$ cat src/acrf_defs.vh
// Register offsets, reset values and field positions of the register file
`ifndef ACRF_DEFS_VH
`define ACRF_DEFS_VH
`define ACRF_ADDR_W 8
`define ACRF_OFF_MODE_CTRL 8'h15
`define ACRF_OFF_SETUP_THREE 8'h17
`define ACRF_OFF_BUF_SETUP 8'h1d
`define ACRF_OFF_OUT_LOW 8'h04
`define ACRF_OFF_OUT_HIGH 8'h05
`define ACRF_OFF_STATUS 8'h14
`define ACRF_OFF_UPPER_LOW 8'h35
`define ACRF_OFF_UPPER_HIGH 8'h36
`define ACRF_OFF_SELF_CHECK 8'h37
`define ACRF_OFF_SPARE_RW 8'h39
`define ACRF_OFF_SPARE_RO 8'h3a
`define ACRF_LAST_ADDR 8'h3a
`define ACRF_RST_UPPER_LOW_GND 8'h00
`define ACRF_RST_UPPER_LOW_VDD 8'h40
`define ACRF_RST_UPPER_HIGH 4'h0
`define ACRF_RST_SELF_CHECK 8'h00
`define ACRF_RST_SPARE_RW 8'h00
`define ACRF_RST_SPARE_RO 8'h00
`define ACRF_RST_SETUP_THREE 8'h00
`define ACRF_RST_BUF_SETUP 8'h00
`define ACRF_BIT_ACTIVE 0
`define ACRF_BIT_SOFT_RST 7
`define ACRF_BIT_EXTERNAL_TRIGGER_MODE 1
`define ACRF_BIT_BYTE_ORDER 0
`define ACRF_BIT_FLUSH 7
`endif

$ cat src/acrf_top.v
// Control register file tail with mode-dependent write protection
`timescale 1ns/1ns
`include "acrf_defs.vh"

// Operation
// Retained registers kept entering standby
// Defaults restored on hibernate exit or reset
// Output registers cleared on standby-to-run
// Output bytes ordered by byte order select
// Byte order defaults little-endian right-justified
// Buffer invalidated on standby-to-run
// Protected writes ignored outside standby
// Active, reset, flush bits writable always; the code ignores active bit writes in external trigger
// Active bit frozen in external trigger
// Upper limit low byte, strap default
// Upper limit high four bits, zero default
// Self-check idle duration register, zero reset
// Host leaves factory spare register alone
// Pointer increments, wraps past last register
module acrf_top (
    input wire core_clk_i,
    input wire rst_n_i,
    input wire wake_mode_strap_i,
    input wire hibernate_exit_i,
    input wire [11:0] sample_i,
    input wire sample_valid_i,
    input wire [7:0] addr_i,
    input wire [7:0] wdata_i,
    input wire wr_i,
    input wire rd_i,
    input wire burst_i,
    output reg [7:0] rdata_o,
    output reg [7:0] pointer_o,
    output reg [7:0] run_mode_o,
    output reg [11:0] upper_limit_o,
    output reg [7:0] self_check_idle_o,
    output reg buf_invalid_o,
    output reg buf_flush_o,
    output reg soft_reset_o
);

    // Operating modes, one-hot
    localparam [2:0] ST_STANDBY = 3'b001;
    localparam [2:0] ST_ACTIVE = 3'b010;
    localparam [2:0] ST_EXT = 3'b100;

    // Pin synchroniser stages
    // Strap is a static level but still crosses in
    // Hibernate pin also keeps a delayed copy for edge finding
    reg strap_m_r;
    reg strap_s_r;
    reg hib_m_r;
    reg hib_s_r;
    reg hib_d_r;

    // Operating mode and its next value
    reg [2:0] mode_r;
    reg [2:0] mode_nxt;

    // Mode control bits
    // Active bit writable in any mode but external trigger
    // Trigger select only writable in standby
    reg active_bit_r;
    reg ext_sel_r;

    // Retained configuration registers
    // All kept across a return to standby
    reg [7:0] setup_three_r;
    reg [7:0] buf_setup_r;
    reg [7:0] upper_low_r;
    reg [3:0] upper_high_r;
    reg [7:0] self_check_r;
    reg [7:0] spare_rw_r;

    // Latest output sample, cleared on run entry
    reg [11:0] out_r;

    // Start-up counter, defaults reloaded until strap settles
    // Three edges: two synchroniser stages plus the load itself
    reg [1:0] init_cnt_r;

    // Combinational readback value
    reg [7:0] rd_val;

    // Rising edge of the synchronised hibernate pin
    wire hib_exit = hib_s_r & ~hib_d_r;
    // Mode decodes, one-hot so a single bit each
    wire standby = mode_r[0];
    // Protected writes only land in standby
    wire wr_ok = wr_i & standby;
    // Standby to either running mode this cycle
    wire leave_standby = standby & ~mode_nxt[0];
    // Soft reset write or hibernate exit restores defaults
    wire clear_all = hib_exit | (wr_i & (addr_i == `ACRF_OFF_MODE_CTRL) & wdata_i[`ACRF_BIT_SOFT_RST]);
    // Still waiting for the strap to pass the synchroniser
    wire init_pend = (init_cnt_r != 2'd3);

    // Strap and hibernate pin synchronisers
    always @(posedge core_clk_i or negedge rst_n_i) begin
        if (!rst_n_i) begin
            strap_m_r <= 1'b0;
            strap_s_r <= 1'b0;
            hib_m_r <= 1'b0;
            hib_s_r <= 1'b0;
            hib_d_r <= 1'b0;
        end else begin
            strap_m_r <= wake_mode_strap_i;
            strap_s_r <= strap_m_r;
            hib_m_r <= hibernate_exit_i;
            hib_s_r <= hib_m_r;
            hib_d_r <= hib_s_r;
        end
    end

    // Next mode from active bit and trigger select
    // Standby leaves only once the active bit is set
    // Trigger select picks which running mode is entered
    // Either running mode drops back when active clears
    // Mode follows the active bit one cycle later
    always @* begin
        mode_nxt = ST_STANDBY;
        case (mode_r)
            ST_STANDBY: begin
                if (active_bit_r) begin
                    if (ext_sel_r) begin
                        mode_nxt = ST_EXT;
                    end else begin
                        mode_nxt = ST_ACTIVE;
                    end
                end else begin
                    mode_nxt = ST_STANDBY;
                end
            end
            ST_ACTIVE: begin
                if (active_bit_r) begin
                    mode_nxt = ST_ACTIVE;
                end else begin
                    mode_nxt = ST_STANDBY;
                end
            end
            ST_EXT: begin
                if (active_bit_r) begin
                    mode_nxt = ST_EXT;
                end else begin
                    mode_nxt = ST_STANDBY;
                end
            end
            default: begin
                // Illegal code, fall back to the safe mode
                mode_nxt = ST_STANDBY;
            end
        endcase
    end

    // Readback mux, output bytes ordered by byte order select
    // Byte order set: high bits first, left justified
    // Byte order clear: low bits first, right justified
    // Unmapped addresses read as zero
    // Read-only spare always shows its fixed value
    always @* begin
        case (addr_i)
            `ACRF_OFF_OUT_LOW: rd_val = setup_three_r[`ACRF_BIT_BYTE_ORDER] ? out_r[11:4] : out_r[7:0];
            `ACRF_OFF_OUT_HIGH: rd_val = setup_three_r[`ACRF_BIT_BYTE_ORDER] ? {out_r[3:0], 4'h0} :
                {4'h0, out_r[11:8]};
            `ACRF_OFF_STATUS: rd_val = {buf_invalid_o, 4'h0, mode_r};
            `ACRF_OFF_MODE_CTRL: rd_val = {7'h00, active_bit_r};
            `ACRF_OFF_SETUP_THREE: rd_val = setup_three_r;
            `ACRF_OFF_BUF_SETUP: rd_val = buf_setup_r;
            `ACRF_OFF_UPPER_LOW: rd_val = upper_low_r;
            `ACRF_OFF_UPPER_HIGH: rd_val = {4'h0, upper_high_r};
            `ACRF_OFF_SELF_CHECK: rd_val = self_check_r;
            `ACRF_OFF_SPARE_RW: rd_val = spare_rw_r;
            `ACRF_OFF_SPARE_RO: rd_val = `ACRF_RST_SPARE_RO;
            default: rd_val = 8'h00;
        endcase
    end

    // Mode, control bits and register storage
    always @(posedge core_clk_i or negedge rst_n_i) begin
        if (!rst_n_i) begin
            mode_r <= ST_STANDBY;
            active_bit_r <= 1'b0;
            ext_sel_r <= 1'b0;
            setup_three_r <= `ACRF_RST_SETUP_THREE;
            buf_setup_r <= `ACRF_RST_BUF_SETUP;
            upper_low_r <= `ACRF_RST_UPPER_LOW_GND;
            upper_high_r <= `ACRF_RST_UPPER_HIGH;
            self_check_r <= `ACRF_RST_SELF_CHECK;
            spare_rw_r <= `ACRF_RST_SPARE_RW;
            out_r <= 12'h000;
            buf_invalid_o <= 1'b0;
            buf_flush_o <= 1'b0;
            soft_reset_o <= 1'b0;
            init_cnt_r <= 2'd0;
        end else if (clear_all | init_pend) begin
            // Defaults, upper limit low from synchronised strap
            // Reloaded each start-up edge so the last load sees the pin
            // Bus writes in these cycles are lost, host must wait
            mode_r <= ST_STANDBY;
            active_bit_r <= 1'b0;
            ext_sel_r <= 1'b0;
            setup_three_r <= `ACRF_RST_SETUP_THREE;
            buf_setup_r <= `ACRF_RST_BUF_SETUP;
            upper_low_r <= strap_s_r ? `ACRF_RST_UPPER_LOW_VDD : `ACRF_RST_UPPER_LOW_GND;
            upper_high_r <= `ACRF_RST_UPPER_HIGH;
            self_check_r <= `ACRF_RST_SELF_CHECK;
            spare_rw_r <= `ACRF_RST_SPARE_RW;
            out_r <= 12'h000;
            buf_invalid_o <= 1'b0;
            buf_flush_o <= 1'b0;
            soft_reset_o <= clear_all & ~hib_exit;
            if (init_pend) begin
                init_cnt_r <= init_cnt_r + 2'd1;
            end
        end else begin
            // Retained registers untouched when returning to standby
            mode_r <= mode_nxt;
            // Pulses last one cycle
            soft_reset_o <= 1'b0;
            buf_flush_o <= 1'b0;
            // Run entry wins over a sample arriving in the same cycle
            // Samples are only taken while running
            if (leave_standby) begin
                out_r <= 12'h000;
                buf_invalid_o <= 1'b1;
            end else if (sample_valid_i & ~standby) begin
                out_r <= sample_i;
                buf_invalid_o <= 1'b0;
            end
            // Always-writable control bits
            // Active bit held while in external trigger
            if (wr_i & (addr_i == `ACRF_OFF_MODE_CTRL) & ~mode_r[2]) begin
                active_bit_r <= wdata_i[`ACRF_BIT_ACTIVE];
            end
            // Flush marks the buffer stale, set wins over a sample
            if (wr_i & (addr_i == `ACRF_OFF_BUF_SETUP) & wdata_i[`ACRF_BIT_FLUSH]) begin
                buf_flush_o <= 1'b1;
                buf_invalid_o <= 1'b1;
            end
            // Protected registers, standby only
            // Flush bit self-clears, never stored
            // Upper limit high keeps only four bits
            if (wr_ok) begin
                case (addr_i)
                    `ACRF_OFF_MODE_CTRL: ext_sel_r <= wdata_i[`ACRF_BIT_EXTERNAL_TRIGGER_MODE];
                    `ACRF_OFF_SETUP_THREE: setup_three_r <= wdata_i;
                    `ACRF_OFF_BUF_SETUP: buf_setup_r <= {1'b0, wdata_i[6:0]};
                    `ACRF_OFF_UPPER_LOW: upper_low_r <= wdata_i;
                    `ACRF_OFF_UPPER_HIGH: upper_high_r <= wdata_i[3:0];
                    `ACRF_OFF_SELF_CHECK: self_check_r <= wdata_i;
                    `ACRF_OFF_SPARE_RW: spare_rw_r <= wdata_i;
                    default: spare_rw_r <= spare_rw_r;
                endcase
            end
        end
    end

    // Read data, pointer and mirrored outputs
    // Read data stands for one cycle, zero otherwise
    // Pointer steps by one in burst access, wraps past the last register
    // Single access leaves the pointer on the address used
    // Mirrors lag their registers by one cycle
    always @(posedge core_clk_i or negedge rst_n_i) begin
        if (!rst_n_i) begin
            rdata_o <= 8'h00;
            pointer_o <= 8'h00;
            run_mode_o <= 8'h00;
            upper_limit_o <= 12'h000;
            self_check_idle_o <= 8'h00;
        end else begin
            rdata_o <= rd_i ? rd_val : 8'h00;
            if (rd_i | wr_i) begin
                if (burst_i) begin
                    pointer_o <= (addr_i >= `ACRF_LAST_ADDR) ? 8'h00 : addr_i + 8'h01;
                end else begin
                    pointer_o <= addr_i;
                end
            end
            run_mode_o <= {5'h00, mode_r};
            upper_limit_o <= {upper_high_r, upper_low_r};
            self_check_idle_o <= self_check_r;
        end
    end

endmodule

$ cat config.mk
export PLATFORM = sky130hd
export DESIGN_NAME = acrf_top
export DESIGN_NICKNAME = d
export VERILOG_FILES = /design/src/acrf_top.v
export VERILOG_INCLUDE_DIRS = /design/src
export SDC_FILE = /design/constraint.sdc
export NUM_CORES = 1
export LEC_CHECK = 0
export BUFFER_PORTS_ARGS = -buffer_cell sky130_fd_sc_hd__buf_2
export CAP_MARGIN = 0
export CORE_MARGIN = 4
export CORE_UTILIZATION = 55
export CTS_CLUSTER_SIZE = 25
export DETAILED_ROUTE_END_ITERATION = 10
export PLACE_DENSITY = 0.78
export SETUP_SLACK_MARGIN = 0.05
export SYNTH_ARGS = -nofsm -noshare
export SYNTH_HDL_FRONTEND = slang
export SYNTH_SLANG_ARGS = --single-unit
$ cat constraint.sdc
create_clock -name core_clk_i -period 2.4 [get_ports core_clk_i]
set_input_delay 0.12 -clock core_clk_i [delete_from_list [all_inputs] [get_ports core_clk_i]]
set_output_delay 0.12 -clock core_clk_i [all_outputs]
set_load 0.05 [all_outputs]
; Word level (Yosys, flattened, before mapping)
; Index checks and enable logic that the tools add are counted.
; W data, S select, Z words.
[word_totals]
out_inout_bits = 47
wordCells = 124
input_bits = 36
regBits = 110
[classes]
eq_ne = 14
bitwise = 18
reduce_logical = 19
mux = 46
add_sub_neg = 2
order_cmp = 1
[ops]
columns = op, n
row1 = $mux W8, 20
row2 = $pmux W8 S10, 1
row3 = $mux W12, 3
row4 = $eq A8 B5 Y1 const B, 4
row5 = $eq A8 B6 Y1 const B, 4
row6 = $reduce_bool A2 Y1, 9
row7 = $eq A8 B3 Y1 const B, 2
row8 = $reduce_and A2 Y1, 8
row9 = $mux W1, 12
row10 = $mux W3, 4
row11 = $mux W4, 3
row12 = $and A1 B1 Y1, 10
row13 = $pmux W3 S3, 1
row14 = $add A8 B1 Y8 const B, 1
row15 = $ge A8 B6 Y1 const B, 1
row16 = $mux W7, 1
row17 = $not A1 Y1, 5
row18 = $reduce_bool A4 Y1, 1
row19 = $eq A3 B1 Y1 const B, 1
row20 = $eq A3 B2 Y1 const B, 1
row21 = $eq A3 B3 Y1 const B, 1
row22 = $or A1 B1 Y1, 3
row23 = $reduce_bool A3 Y1, 1
row24 = $add A2 B1 Y2 const B, 1
row25 = other kinds (2), 2

; Depth between registers and ports, before layout
[depth]
depth_word = 8
ltp_mapped = 8
ltp_nobuf = 6

; Worst setup path after synthesis
; OpenSTA, ideal clock, no wires.
[synth_timing]
kind = input -> register
startpoint = input addr_i[1]
endpoint = register upper_low_r[6]
t_required_ps = 2272
arrival_time_ps = 1655
n_path_buf = 1
cell_stages = 7
slack_ps = 617
setup_time_ps = 128
path_cell_list = inv_1 > ha_1 > clkbuf_1 > nand3b_2 > nor3_2 > mux2i_1 > o21ai_0
[synth_via]
elab_chain_cells = 7
word_cells_on_any_way = 10
cone_classes = eq/ne: 2 / mux: 1 / bitwise: 4 / reduce/logical: 3
[synth_lines]
columns = element, line_no
row1 = "start, declared", acrf_top.v:27  ; input wire [7:0] addr_i,
row2 = $eq A8 B5 Y1, --
row3 = $and A1 B1 Y1 (2 in a row), acrf_top.v:94  ; wire clear_all = hib_exit | (wr_i & (addr_i == `ACRF_OFF_MODE_CTRL) & wdata_i[`ACRF_BIT_SOFT_RST]);
row4 = $or A1 B1 Y1, acrf_top.v:94
row5 = $or A1 B1 Y1, acrf_top.v:195  ; end else if (clear_all | init_pend) begin
row6 = $reduce_bool A2 Y1 (no line), --
row7 = $reduce_and A2 Y1 (no line), --
row8 = "end signal, assigned", acrf_top.v:186  ; upper_low_r <= `ACRF_RST_UPPER_LOW_GND;
row9 = "end signal, assigned", acrf_top.v:204  ; upper_low_r <= strap_s_r ? `ACRF_RST_UPPER_LOW_VDD : `ACRF_RST_UPPER_LOW_GND;
row10 = "end signal, assigned", acrf_top.v:248  ; `ACRF_OFF_UPPER_LOW: upper_low_r <= wdata_i;
row11 = "end, declared", acrf_top.v:70  ; reg [7:0] upper_low_r;
; Parallel ways exist; a longest one is shown, timed or not.
; A chain may end at the register's enable or synchronous reset.

; Final worst setup path
[layout_timing]
startpoint = register mode_r[0]
endpoint = register buf_setup_r[3]
[layout_via]
elab_chain_cells = 3
[layout_lines]
columns = element, line_no
row1 = "start, declared", acrf_top.v:57  ; reg [2:0] mode_r;
row2 = "start signal, assigned", acrf_top.v:217  ; mode_r <= mode_nxt;
row3 = $and A1 B1 Y1, acrf_top.v:90  ; wire wr_ok = wr_i & standby;
row4 = $reduce_bool A2 Y1 (no line), --
row5 = $reduce_and A2 Y1 (no line), --
row6 = "end signal, assigned", acrf_top.v:185  ; buf_setup_r <= `ACRF_RST_BUF_SETUP;
row7 = "end signal, assigned", acrf_top.v:203  ; buf_setup_r <= `ACRF_RST_BUF_SETUP;
row8 = "end signal, assigned", acrf_top.v:247  ; `ACRF_OFF_BUF_SETUP: buf_setup_r <= {1'b0, wdata_i[6:0]};
row9 = "end, declared", acrf_top.v:69  ; reg [7:0] buf_setup_r;
; Every way passes these cells.

==> results.ini <==
[yosys]
yosys-top-cells-area=dfrtp_1 54%, mux2i_1 8.4%, nand2_1 4.5%, nor2_1 3.4%, a21oi_1 2.7%
synth_top_area_share_pct=53.89
yosysMostFrequentCell=dfrtp_1
ys_seq_area_share_pct=54.42
synthTopCellsByCount=108 x dfrtp_1, 60 x nand2_1, 45 x nor2_1, 42 x mux2i_1, 27 x a21oi_1
ys_types=57
synth_warnings=0
synthesis.area_um2=5015
ys_async_sr_fraction_pct=100.0
synth_edf_count=0
synthCells=464
ys.flop_type=dfrtp_1
synth_top_area_cell=dfrtp_1
avgSynthCellArea_um2=10.81
ys_seq_elements=109

[sta]
setup_viol=0
slew_headroom_pct=47.54
timing.fmax_mhz=499.0
hold_viol_final=0
rsz0062_at_grt=false
max_slew.worst_pin.slew_ns=0.7853
finClkSkew_ns=0.01569
post-route-min-period_ns=2.004
finalSetupTns_ns=0
maxSlewViolCount=0
timing.final.crit_share_pct=83.51

[hold_path]
hold_path_class=in -> reg

[worst_setup_path]
cpPeakStageDelay_ns=0.67
required_ns=2.66
end_kind=flip-flop
worstPathArrival_ns=2.27
worst-setup-path-type=reg -> reg
r2r_slack_ns=0.40
start_kind=flip-flop
path_cells=nand2_1 > nor3_4 > mux2i_1 > nor2_1
path_max_fanout=12
cp_slowest_cell=dfstp_2

[routing]
drt_iter0_drc=368
postRouteAntennaNets=0
routed_via_density=6.060
wl_per_cell_um=18.78
num_vias=4042
wirelength_mm=12.52
firstDrtPassIters=6
route.detailed.drc=0

[die]
io_pins=83
dieArea_um2=10710
fp.dieH_um=103.5
start_util_pct=56.95
core_area_um2=8806
die_w_um=103.5
rows=34

[clock_tree]
clk_latency_ns=0.39
numCtsBuffers=9
root_buffer=clkbuf_8
htreeDepth=3
cts_tree=done
cts_setup_buffers=0
clock_sinks=109
clk_pin_slew_ns=0.10
clk_path_buf_depth=2

[power_and_ir_drop]
comb_power_share_pct=10.5
power_frac_clock_pct=34.2
power_mw=3.391
sw_frac_of_total_pct=27.21
sequentialPowerShare_pct=55.3
p_int_mw=2.468
p_switching_mw=0.9228
powerDensity_nw_per_um2=575.6
p_leak_nw=2.675
ir_drop_mv=0.3653

[global_routing]
antenna_found_initial=0
grtUsageTotal_pct=24.43
grt_max_degree=45
overflow=0
grt_pass1_vias=3842
grt_pass1_wl_mm=19.95

[final_layout]
fin_cells=667
final_layout_size_suffix_gt1_share_pct=22.72
nets=596
reg_top3=out_r: 12 flops, upper_limit_o: 12 flops
n_antenna_cell=0
syn2layout_area_growth_pct=17.47

[outcome]
outcome=complete, no violations

[placed_design]
finalWeightedCongestion=0.9181
dp.cells=636
io_buffers=77
dp_hpwl_mm=8.526

[run]
maxCapViolations=0

==> cells in the final DEF (no fill, tap or decap), drive strengths merged, types with 7 or more instances in the layout <==
master and count:
nand3 12, inv 10, o21ai 13, dfrtp 108
dlygate4sd3 15, a21oi 27, nand3b 7, mux2i 42
clkbuf 10, nor2 46, a22oi 7, nor3 9
buf 95, nand2 60
==> metal layers <==
metal	vias up	GRT usage (%)	part of all wire (%)
li1	1817	-	-
met1	1980	34.42	42
met2	220	38.63	48
met3	25	3.957	8.4
met4	0	8.466	1.7
met5	-	0	0
==> critical path, delay by kind of cell (launching register included) <==
kind,cells,cell delay [ns]
simple gates,3,0.95
mux,1,0.27
flops,1,0.67
==> metrics by stage <==
step | util [%] | cell area (µm²) | setup slack, ns | hold WS, ns
final | 66.89 | 5891 | 0.3958 | 0.02332
after detailed placement | 62.84 | 5534 | 0.3929 | 0.1668
after global placement | 62.84 | 5534 | 0.4202 | 0.1595
after global routing | 66.89 | 5891 | 0.3206 | 0.02074
after CTS | 66.89 | 5891 | 0.4358 | 0.01201
after floorplan | - | 5030 | 0.6171 | -0.1756
==> logic make-up (layout without fill, tap and decap cells) <==
| kind of cell | count (synthesis) | count (layout) | synth area share (%) |
|---|---|---|---|
| AO/OA/AOI/OAI | 93 | 93 | 12.95 |
| flip-flops | 109 | 109 | 54.42 |
| adder cells (fa/ha/maj) | 6 | 6 | 1.497 |
| multiplexers | 46 | 46 | 9.281 |
| AND/OR/NAND/NOR | 161 | 161 | 16.64 |
| other | 1 | 5 | 0.07478 |
| buffers and inverters | 42 | 133 | 4.092 |
| XOR/XNOR | 6 | 6 | 1.048 |
==> timing repair <==
| item | CTS | global route |
|---|---|---|
| hold buffers | 15 | 0 |
| resized for setup | 0 | 0 |
| endpoints found under the hold margin | 54 | 0 |
==> area by class of cell <==
cell class              instances  area (µm²)
clock buffers                  10       127.6
clock inverters                 6       78.83
fillers                       671        2915
inverters                       7       26.28
multi-input cells             317        2096
flip-flops and latches        109        2729
well taps                     108       135.1
repair buffers                110       698.2
==> final timing paths <==
path | startpoint | cells after the start | endpoint
max reg2reg | mode_r[0] | 4 | buf_setup_r[3]
min in group asynchronous | rst_n_i | 2 | pointer_o[7]
min reg2reg | strap_m_r | 0 | strap_s_r
max in group asynchronous | rst_n_i | 3 | upper_limit_o[3]
min | wdata_i[4] | 3 | setup_three_r[4]
max | mode_r[0] | 4 | buf_setup_r[3]
==> power groups by stage <==
stage | clock [mW] | sequential [mW] | combinational (mW)
6_report | 1.16 | 1.87 | 0.357
5_1_grt | 1.26 | 1.88 | 0.384
4_1_cts | 1.18 | 1.87 | 0.354
3_5_place_dp | 0 | 1.91 | 0.336
3_3_place_gp | 0 | 1.91 | 0.330
2_1_floorplan | 0 | 1.97 | 0.139
(Power assumes the default switching activity.)
